===== config.mk =====
export PLATFORM = sky130hd
export DESIGN_NAME = hbtu_trigger_unit
export DESIGN_NICKNAME = d
export VERILOG_FILES = /design/src/hbtu_pkg.sv /design/src/hbtu_trigger_unit.sv
export SDC_FILE = /design/constraint.sdc
export NUM_CORES = 1
export LEC_CHECK = 0
export BUFFER_PORTS_ARGS = -buffer_cell sky130_fd_sc_hd__buf_4
export CORE_MARGIN = 3
export CORE_UTILIZATION = 61
export CTS_CLUSTER_SIZE = 14
export DETAILED_ROUTE_END_ITERATION = 10
export HOLD_SLACK_MARGIN = 0.05
export PLACE_DENSITY = 0.92
export SYNTH_ARGS = -nofsm -noshare
export SYNTH_HDL_FRONTEND = slang
export SYNTH_SLANG_ARGS = --single-unit

===== constraint.sdc =====
create_clock -name clk_i -period 6.2 [get_ports clk_i]
set_input_delay 0.62 -clock clk_i [delete_from_list [all_inputs] [get_ports clk_i]]
set_output_delay 0.62 -clock clk_i [all_outputs]
set_load 0.05 [all_outputs]

===== src/hbtu_pkg.sv =====
// package for the hart breakpoint trigger unit: csr numbers, field layout, codes
// assumes a 32-bit hart whose csr file forwards trigger csr accesses here
package hbtu_pkg;

    // ************************************************************
    // csr addresses and sizes
    // ************************************************************
    localparam logic [11:0] CSR_SELECT = 12'h07a0;
    localparam logic [11:0] CSR_DATA1 = 12'h07a1;
    localparam logic [11:0] CSR_DATA2 = 12'h07a2;
    localparam logic [11:0] CSR_DATA3 = 12'h07a3;
    localparam int NUM_TRIG = 2;
    localparam int XLEN = 32;

    // ************************************************************
    // control word field positions
    // ************************************************************
    localparam int F_LOAD = 0;
    localparam int F_STORE = 1;
    localparam int F_EXEC = 2;
    localparam int F_USER = 3;
    localparam int F_SUPER = 4;
    localparam int F_MACH = 6;
    localparam int F_MATCH_LO = 7;
    localparam int F_CHAIN = 11;
    localparam int F_ACTION_LO = 12;
    localparam int F_MASKMAX_LO = 21;
    localparam int F_DMODE = 27;
    localparam int F_TYPE_LO = 28;

    // ************************************************************
    // constant field values
    // ************************************************************
    localparam logic [3:0] TYPE_ADDR_MATCH = 4'h2;
    localparam logic [3:0] TYPE_NONE = 4'h0;
    localparam logic [5:0] MASKMAX_VAL = 6'h04;
    localparam logic [3:0] ACT_BREAK = 4'h0;
    localparam logic [3:0] ACT_DEBUG = 4'h1;
    localparam logic [3:0] MATCH_EXACT = 4'h0;
    localparam logic [3:0] MATCH_NAPOT = 4'h1;
    localparam logic [3:0] MATCH_GE = 4'h2;
    localparam logic [3:0] MATCH_LT = 4'h3;
    localparam logic [1:0] PRIV_U = 2'h0;
    localparam logic [1:0] PRIV_S = 2'h1;
    localparam logic [1:0] PRIV_M = 2'h3;
    localparam logic [31:0] CAUSE_BREAKPOINT = 32'h0000_0003;
    localparam logic [31:0] ZERO_WORD = 32'h0000_0000;

    // ************************************************************
    // carriers
    // ************************************************************
    // one access presented by the pipeline for checking
    typedef struct packed {
        logic valid;
        logic is_load;
        logic is_store;
        logic is_fetch;
        logic [1:0] priv;
        logic [31:0] addr;
        logic [2:0] size_log2;
    } hbtu_access_t;

    // stored per-trigger control state
    typedef struct packed {
        logic dmode;
        logic [3:0] action;
        logic chain;
        logic [3:0] match;
        logic m;
        logic s;
        logic u;
        logic x;
        logic w;
        logic r;
    } hbtu_ctrl_t;

    // trap handed to the pipeline
    typedef struct packed {
        logic valid;
        logic to_debug;
        logic [31:0] cause;
        logic [31:0] badaddr;
    } hbtu_trap_t;

endpackage : hbtu_pkg


===== src/hbtu_trigger_unit.sv =====
// hart breakpoint trigger unit: two address triggers behind csr select/data words
// holds select, control and address storage, comparators, chaining and trap staging
// assumes csr accesses and pipeline accesses come from logic on clk_i
// assumes the hart squashes the access one cycle later when trap_o.valid rises
// assumes the hart drives csr_debug_mode_i as a clean level from its own state
`timescale 1ns/100ps

module hbtu_trigger_unit
(
    // clock and reset
    input wire logic clk_i,
    input wire logic rst_n_i,
    // csr port from the hart
    input wire logic csr_req_i,
    input wire logic csr_we_i,
    input wire logic [11:0] csr_addr_i,
    input wire logic [31:0] csr_wdata_i,
    input wire logic csr_debug_mode_i,
    output logic [31:0] csr_rdata_o,
    output logic csr_ack_o,
    output logic csr_illegal_o,
    // access check from the pipeline
    input wire hbtu_pkg::hbtu_access_t acc_i,
    output hbtu_pkg::hbtu_trap_t trap_o
);

    // ************************************************************
    // reset release
    // ************************************************************
    // first stage, read only by the second
    logic rst_s1_q;
    // released reset used by every other flop
    logic rst_n_q;

    // async assert, two-flop synchronous release
    // release is retimed so all flops below leave reset on one edge;
    // the hart must hold off its first request until two edges have passed
    always_ff @(posedge clk_i or negedge rst_n_i)
    begin
        if (!rst_n_i)
        begin
            rst_s1_q <= 1'b0;
            rst_n_q <= 1'b0;
        end
        else
        begin
            rst_s1_q <= 1'b1;
            rst_n_q <= rst_s1_q;
        end
    end

    // ************************************************************
    // trigger storage
    // ************************************************************
    // per-trigger control fields; constant fields are rebuilt on read
    hbtu_pkg::hbtu_ctrl_t ctrl_q [hbtu_pkg::NUM_TRIG];
    // per-trigger address word, low ones double as the napot mask
    logic [31:0] addr_q [hbtu_pkg::NUM_TRIG];
    // trigger reached through the data words;
    // two triggers only, so the index needs a single bit
    logic sel_q;
    // readback image of each control word
    logic [31:0] ctrl_rd [hbtu_pkg::NUM_TRIG];
    // raw condition match of each trigger, before chaining
    logic hit [hbtu_pkg::NUM_TRIG];

    // ************************************************************
    // csr decode
    // ************************************************************
    // one strobe per implemented csr number
    logic acc_sel;
    logic acc_d1;
    logic acc_d2;
    logic acc_d3;
    logic acc_known;
    // refused data-word access from machine mode
    logic blocked;
    assign acc_sel = csr_req_i && (csr_addr_i == hbtu_pkg::CSR_SELECT);
    assign acc_d1 = csr_req_i && (csr_addr_i == hbtu_pkg::CSR_DATA1);
    assign acc_d2 = csr_req_i && (csr_addr_i == hbtu_pkg::CSR_DATA2);
    assign acc_d3 = csr_req_i && (csr_addr_i == hbtu_pkg::CSR_DATA3);
    // known number: the only requests that are answered at all
    assign acc_known = acc_sel || acc_d1 || acc_d2 || acc_d3;
    // machine mode may not touch a debug-only trigger's data words;
    // the write is dropped and the read returns zero so nothing leaks
    assign blocked = (acc_d1 || acc_d2 || acc_d3) && !csr_debug_mode_i && ctrl_q[sel_q].dmode;

    // select index: only implemented triggers are held, so bit 0 only
    // upper index bits are dropped, so the value always names a real trigger
    always_ff @(posedge clk_i or negedge rst_n_q)
    begin
        if (!rst_n_q)
            sel_q <= 1'b0;
        else if (acc_sel && csr_we_i)
            sel_q <= csr_wdata_i[0];
    end

    // ************************************************************
    // per-trigger registers and comparators
    // ************************************************************
    // one register set and one comparator per trigger
    genvar gi;
    generate
        for (gi = 0; gi < hbtu_pkg::NUM_TRIG; gi++)
        begin : g_trig
            // write strobes for this trigger's two data words
            logic wr_ctrl;
            logic wr_addr;
            // legalised match and action codes of the incoming write
            logic [3:0] wmatch;
            logic [3:0] wact;
            // napot compare mask and its complement
            logic [31:0] care;
            logic [31:0] lo_mask;
            // last byte address of the access
            logic [31:0] acc_last;
            // partial match conditions
            logic addr_hit;
            logic kind_ok;
            logic priv_ok;

            // a refused machine access must leave the trigger untouched
            assign wr_ctrl = acc_d1 && csr_we_i && !blocked && (sel_q == 1'(gi));
            assign wr_addr = acc_d2 && csr_we_i && !blocked && (sel_q == 1'(gi));
            // unsupported match codes fall back to exact, the narrowest match
            assign wmatch = (csr_wdata_i[hbtu_pkg::F_MATCH_LO +: 4] > hbtu_pkg::MATCH_LT)
                ? hbtu_pkg::MATCH_EXACT : csr_wdata_i[hbtu_pkg::F_MATCH_LO +: 4];
            // only break or debug kept; any other code reads back as break
            assign wact = (csr_wdata_i[hbtu_pkg::F_ACTION_LO +: 4] == hbtu_pkg::ACT_DEBUG)
                ? hbtu_pkg::ACT_DEBUG : hbtu_pkg::ACT_BREAK;

            // control word; dmode only writable from debug mode
            // fields are stored even when their combination can never match
            always_ff @(posedge clk_i or negedge rst_n_q)
            begin
                if (!rst_n_q)
                    ctrl_q[gi] <= '0;
                else if (wr_ctrl)
                begin
                    ctrl_q[gi].r <= csr_wdata_i[hbtu_pkg::F_LOAD];
                    ctrl_q[gi].w <= csr_wdata_i[hbtu_pkg::F_STORE];
                    ctrl_q[gi].x <= csr_wdata_i[hbtu_pkg::F_EXEC];
                    ctrl_q[gi].u <= csr_wdata_i[hbtu_pkg::F_USER];
                    ctrl_q[gi].s <= csr_wdata_i[hbtu_pkg::F_SUPER];
                    ctrl_q[gi].m <= csr_wdata_i[hbtu_pkg::F_MACH];
                    ctrl_q[gi].match <= wmatch;
                    ctrl_q[gi].chain <= csr_wdata_i[hbtu_pkg::F_CHAIN];
                    ctrl_q[gi].action <= wact;
                    // machine code can neither claim nor release a debug-owned trigger
                    ctrl_q[gi].dmode <= csr_debug_mode_i ? csr_wdata_i[hbtu_pkg::F_DMODE] : ctrl_q[gi].dmode;
                end
            end

            // full-width address/mask word
            // every bit stores; no alignment is forced on the address
            always_ff @(posedge clk_i or negedge rst_n_q)
            begin
                if (!rst_n_q)
                    addr_q[gi] <= hbtu_pkg::ZERO_WORD;
                else if (wr_addr)
                    addr_q[gi] <= csr_wdata_i;
            end

            // readback image; size, timing, select and reserved read zero
            // bits 5 and 20 are reserved and stay zero;
            // type and maskmax are constants and take no storage
            always_comb
            begin
                ctrl_rd[gi] = hbtu_pkg::ZERO_WORD;
                ctrl_rd[gi][hbtu_pkg::F_LOAD] = ctrl_q[gi].r;
                ctrl_rd[gi][hbtu_pkg::F_STORE] = ctrl_q[gi].w;
                ctrl_rd[gi][hbtu_pkg::F_EXEC] = ctrl_q[gi].x;
                ctrl_rd[gi][hbtu_pkg::F_USER] = ctrl_q[gi].u;
                ctrl_rd[gi][hbtu_pkg::F_SUPER] = ctrl_q[gi].s;
                ctrl_rd[gi][hbtu_pkg::F_MACH] = ctrl_q[gi].m;
                ctrl_rd[gi][hbtu_pkg::F_MATCH_LO +: 4] = ctrl_q[gi].match;
                ctrl_rd[gi][hbtu_pkg::F_CHAIN] = ctrl_q[gi].chain;
                ctrl_rd[gi][hbtu_pkg::F_ACTION_LO +: 4] = ctrl_q[gi].action;
                ctrl_rd[gi][hbtu_pkg::F_MASKMAX_LO +: 6] = hbtu_pkg::MASKMAX_VAL;
                ctrl_rd[gi][hbtu_pkg::F_DMODE] = ctrl_q[gi].dmode;
                ctrl_rd[gi][hbtu_pkg::F_TYPE_LO +: 4] = hbtu_pkg::TYPE_ADDR_MATCH;
            end

            // trailing ones plus the zero above them are don't-care bits
            // the increment carries through the trailing ones, so the xor marks those bits and the zero above them
            // any mask length is honoured although maskmax reports a smaller limit
            assign lo_mask = addr_q[gi] ^ (addr_q[gi] + 32'h0000_0001);
            assign care = ~lo_mask;
            // last byte of a wide access, for any-byte overlap
            // wraps at the top of the address space; a wide access there may be missed
            assign acc_last = acc_i.addr + ((32'h0000_0001 << acc_i.size_log2) - 32'h0000_0001);

            // address comparison per match type; each arm tests the bytes
            // from acc_i.addr to acc_last against the trigger's range
            always_comb
            begin
                case (ctrl_q[gi].match)
                    hbtu_pkg::MATCH_EXACT:
                        // the one watched byte lies inside the access
                        addr_hit = (acc_i.addr <= addr_q[gi]) && (acc_last >= addr_q[gi]);
                    hbtu_pkg::MATCH_NAPOT:
                        // range overlap; masked low bits excluded
                        // both ends are masked, so a straddling access still hits
                        addr_hit = ((acc_i.addr & care) <= (addr_q[gi] & care))
                            && ((acc_last & care) >= (addr_q[gi] & care));
                    hbtu_pkg::MATCH_GE:
                        // any byte at or above the lower bound
                        addr_hit = acc_last >= addr_q[gi];
                    hbtu_pkg::MATCH_LT:
                        // any byte below the bound one past the range
                        addr_hit = acc_i.addr < addr_q[gi];
                    default:
                        // unreachable, writes are legalised
                        addr_hit = 1'b0;
                endcase
            end

            // access kind gate; an all-zero enable set never matches
            assign kind_ok = (ctrl_q[gi].r && acc_i.is_load) || (ctrl_q[gi].w && acc_i.is_store)
                || (ctrl_q[gi].x && acc_i.is_fetch);
            // privilege gate; the reserved privilege code matches nothing
            assign priv_ok = (ctrl_q[gi].m && (acc_i.priv == hbtu_pkg::PRIV_M))
                || (ctrl_q[gi].s && (acc_i.priv == hbtu_pkg::PRIV_S))
                || (ctrl_q[gi].u && (acc_i.priv == hbtu_pkg::PRIV_U));
            // no triggers fire while the hart sits in debug mode,
            // so the debug program cannot retrigger on its own accesses
            assign hit[gi] = acc_i.valid && !csr_debug_mode_i && kind_ok && priv_ok && addr_hit;
        end
    endgenerate

    // ************************************************************
    // chaining and trap generation
    // ************************************************************
    // per-access firing decisions after chaining
    logic fire0;
    logic fire1;
    logic fire_any;
    logic dbg0;
    logic dbg1;
    logic fire_dbg;
    // next values of the trap payload
    logic [31:0] cause_d;
    logic [31:0] badaddr_d;
    // chained lower trigger acts only through the higher one;
    // an unchained pair acts independently, either one may fire
    assign fire0 = hit[0] && !ctrl_q[0].chain;
    assign fire1 = hit[1] && (!ctrl_q[0].chain || hit[0]);
    assign fire_any = fire0 || fire1;
    // debug action only honoured for a debug-owned trigger; a machine-owned
    // trigger asking for debug falls back to a breakpoint and cannot seize the hart
    assign dbg0 = fire0 && (ctrl_q[0].action == hbtu_pkg::ACT_DEBUG) && ctrl_q[0].dmode;
    assign dbg1 = fire1 && (ctrl_q[1].action == hbtu_pkg::ACT_DEBUG) && ctrl_q[1].dmode;
    // debug entry wins when both triggers fire on one access
    assign fire_dbg = dbg0 || dbg1;

    // ************************************************************
    // trap staging
    // ************************************************************
    // debug entry reports no cause, leaving machine state alone
    assign cause_d = (fire_any && !fire_dbg) ? hbtu_pkg::CAUSE_BREAKPOINT : hbtu_pkg::ZERO_WORD;
    assign badaddr_d = (fire_any && !fire_dbg) ? acc_i.addr : hbtu_pkg::ZERO_WORD;

    // trap registered one cycle after the access so the pipeline kills it precisely;
    // valid and payload move together so the hart never sees a half-formed trap
    always_ff @(posedge clk_i or negedge rst_n_q)
    begin
        if (!rst_n_q)
            trap_o <= '0;
        else
        begin
            trap_o.valid <= fire_any;
            trap_o.to_debug <= fire_dbg;
            trap_o.cause <= cause_d;
            trap_o.badaddr <= badaddr_d;
        end
    end

    // ************************************************************
    // csr read and answer
    // ************************************************************
    // read mux: select index, control image or address word;
    // data3 is not implemented and, like a refused read, returns zero
    logic [31:0] rd_d;
    always_comb
    begin
        rd_d = hbtu_pkg::ZERO_WORD;
        if (acc_sel)
            rd_d = {31'h0000_0000, sel_q};
        else if (acc_d1)
        begin
            rd_d = ctrl_rd[sel_q];
            // debug-claimed trigger looks absent to machine mode
            // a refused read is zeroed below anyway; this keeps the type nibble right on its own
            if (ctrl_q[sel_q].dmode && !csr_debug_mode_i)
                rd_d[hbtu_pkg::F_TYPE_LO +: 4] = hbtu_pkg::TYPE_NONE;
        end
        else if (acc_d2)
            rd_d = addr_q[sel_q];
        if (blocked)
            rd_d = hbtu_pkg::ZERO_WORD;
    end

    // one-cycle answer; unknown csr numbers are not answered
    // illegal rides with ack so the hart raises the exception in the same cycle;
    // rdata is zero on cycles without a request, so stale words never linger
    always_ff @(posedge clk_i or negedge rst_n_q)
    begin
        if (!rst_n_q)
        begin
            csr_rdata_o <= hbtu_pkg::ZERO_WORD;
            csr_ack_o <= 1'b0;
            csr_illegal_o <= 1'b0;
        end
        else
        begin
            csr_rdata_o <= rd_d;
            csr_ack_o <= acc_known;
            csr_illegal_o <= blocked;
        end
    end

endmodule : hbtu_trigger_unit


==> impl_metrics.tcl <==
set metrics [dict create \
    first_pass_iters 8 \
    comb_power_share 0.312 \
    yosys_warnings 0 \
    area_growth_pct 18.9 \
    crit_type "primary input to register" \
    p_total_mw 3.22 \
    io_buffers 159 \
    yosysTopAreaCellShare 0.262 \
    synth_top_cells_by_count "354 x ha_1, 223 x inv_1, 179 x nand2_1" \
    r2r_cells 26 \
    antenna_found_initial 0 \
    synth-xor-area-share 0.0451 \
    arrival_ps 6530 \
    slowest_stage "or3b_4" \
    routedWlPerCell_um 21.4 \
    crit_required_ps 6560 \
    start_util 0.623 \
    synth_edf_count 0 \
    synth_compound_area_frac 0.158 \
    synthSimpleGateAreaFrac 0.177 \
    ios 190 \
    die_h_um 172 \
    hp-class "register to register" \
    switching_share 0.354 \
    cp-startpoint "acc_i[2]" \
    slew_headroom 0.164 \
    path_buf_inv 6 \
    fp-row-count 60 \
    ys_ff_latch 162 \
    drt_wl_total_um 56700 \
    viasPerCell 6.24 \
    power_density_mw_per_mm2 160 \
    path_depth 28 \
    critPathTopFamily "compound AO/OA/AOI/OAI gates" \
    clockBufferDepth 2 \
    drt_iter0_drc 1583 \
    synth_area_leaders "ha_1 26%, dfrtp_1 24%, inv_1 5.0%" \
    post-route-drc-count 0 \
    avgSynthCellArea_um2 8.41 \
    htree_levels 4 \
    slew_viol_final 0 \
    final_nets 2704 \
    final.period_utilization 0.994 \
    irDropWorstVdd_mv 0.148 \
    cts_sinks 162 \
    crit_top_cell "a21oi_1" \
    setup_tns_ps 0 \
    synthAdderAreaFrac 0.264 \
    dp_cells 2603 \
    die_w_um 172 \
    finalWorstSetupSlack_ps 38.2 \
    synth-main-ff-cell "dfrtp_1" \
    netlist_instances 2007 \
    worst-r2r-setup-slack_ps 150 \
    max_freq_mhz 162 \
    rsz0062_at_grt "yes" \
    grt_use_total 0.375 \
    synthMuxAreaShare 0.0442 \
    p_sw_mw 1.14 \
    dieArea_mm2 0.0297 \
    drtAntennaViolNets 0 \
    endpoint "trap_o[30]$_DFF_PN0_" \
    clock-skew-final_ps 11.5 \
    seqPwrFrac 0.332 \
    netlist_area_mm2 0.0169 \
    place_congestion 1.02 \
    num_vias 16500 \
    path_clk_slew_ps 80 \
    endpoint_kind "register" \
    cap_violations 0 \
    p_int_mw 2.08 \
    startpoint_type "primary input" \
    setup_viol 0 \
    crit-reg2reg-launch "addr_q[33]$_DFFE_PN0P_" \
    status "completed" \
    cts_made_buffers 17 \
    yosysTopAreaCell "ha_1" \
    hold_viol 0 \
    final_cells 2644 \
    critPathMaxFanout 6 \
    r2r-end "trap_o[30]$_DFF_PN0_" \
    grt_pass1_wl_um 86100 \
    worstMarginPinSlew_ps 1240 \
    async_reset_ff_frac 1.00 \
    layout_min_cycle_time_ps 6160 \
    p_leak_nw 10.6 \
    grt_pass1_vias 16000 \
    core-area_mm2 0.0271 \
    max_stage_delay_ps 400 \
    dp.final_hpwl_um 45900 \
    clockRootBuffer "clkbuf_16" \
    synth_most_common_cell "ha_1" \
    place_ws_ps -471 \
    synth_top_family_by_area "adder cells" \
    worstSkewPairLatency_ps 440 \
    cts_tree "yes" \
    n_antenna_cell 0 \
    ys_seq_area_frac 0.240 \
    synth.distinct_cells 68 \
    drive_gt1_frac 0.168 \
    grt_max_degree 60 \
    overflow 0 \
    power_frac_clock 0.356 \
]
-- placed cells by master, fill, tap and decap left out, types with 21 or more instances in the layout --
cell type	n
xnor2_1	38
nand3_1	54
a21oi_1	137
inv_1	222
o21ai_0	120
nand2_1	177
buf_4	260
dfrtp_1	160
nor2_1	131
nor3_1	27
nor2b_1	37
mux2_2	21
nand4_1	46
and2_1	41
xor2_1	49
mux2i_1	51
conb_1	31
a21o_1	40
ha_1	349
-- logic make-up (layout without fill, tap and decap cells) --
family          Yosys count  after routing
simple gates            605            605
compound gates          436            436
fa+ha+maj               355            355
buf+inv                 288            524
flops                   162            162
xor+xnor                 87             87
mux                      72             72
other cells               2             31
-- cell type report --
type	count	area [um^2]
flip-flops and latches	162	4060
inverters	223	837
repair buffers	269	2080
fillers	2058	7030
multi-input cells	1586	12000
clock buffers	18	429
clock inverters	14	165
well taps	372	465
-- what timing repair did --
action                                  4_1_cts  5_1_grt
hold buffers                                  1        0
resized for setup                             0       36
endpoints found under the setup margin        1       35
setup buffers                                 0        7
hold endpoints to repair                      2        0
cloned                                        0        1
pin swaps                                     2       10
-- registers in the layout (all words and copies together) (netlist names) --
signal,count
addr_q,64
csr_rdata_o,32
ctrl_q,26
csr_illegal_o,1
sel_q,1
csr_ack_o,1
rst_s1_q,1
rst_n_q,1
trap_o,35
-- power by group through the flow --
stage	Clock [mW]	Sequential [mW]	Combinational, mW
CTS	1.13	1.07	0.959
finish	1.15	1.07	1.00
global route	1.17	1.07	1.09
global placement	0	1.09	0.924
detailed placement	0	1.09	0.947
floorplan	0	1.09	0.563
-- worst register-to-register path: cells and delay by family (launching register included) --
family | cells | cell delay, ps
buf+inv | 6 | 690
compound gates | 9 | 1430
fa+ha+maj | 3 | 800
simple gates | 7 | 2400
flops | 1 | 480
xor+xnor | 1 | 210
-- stage by stage --
step,hold WS [ps],utilization,cell area (um^2)
6_report,371,0.741,20100
5_1_grt,380,0.741,20100
4_1_cts,371,0.732,19800
3_5_place_dp,347,0.710,19200
3_3_place_gp,341,0.710,19200
2_1_floorplan,324,-,17100
-- worst min-delay path by stage --
stage	cells past startpoint	startpoint	to	slack, ps
after floorplan	0	rst_n_i	rst_n_q$_DFF_PN0_	320
after global placement	0	rst_s1_q$_DFF_PN0_	rst_n_q$_DFF_PN0_	340
after detailed placement	0	rst_s1_q$_DFF_PN0_	rst_n_q$_DFF_PN0_	350
after CTS	0	rst_s1_q$_DFF_PN0_	rst_n_q$_DFF_PN0_	370
after global routing	0	rst_s1_q$_DFF_PN0_	rst_n_q$_DFF_PN0_	380
final	0	rst_s1_q$_DFF_PN0_	rst_n_q$_DFF_PN0_	370
-- routing by layer --
layer / global-route usage / vias to the layer above / wire length [um]
li1: - / 7563 / -
met1: 0.494 / 7783 / 23000
met4: 0.183 / 0 / 3110
met5: 0 / - / 0
met2: 0.587 / 940 / 24800
met3: 0.0757 / 208 / 5720
No activity file was read; power rests on OpenSTA's default activity.
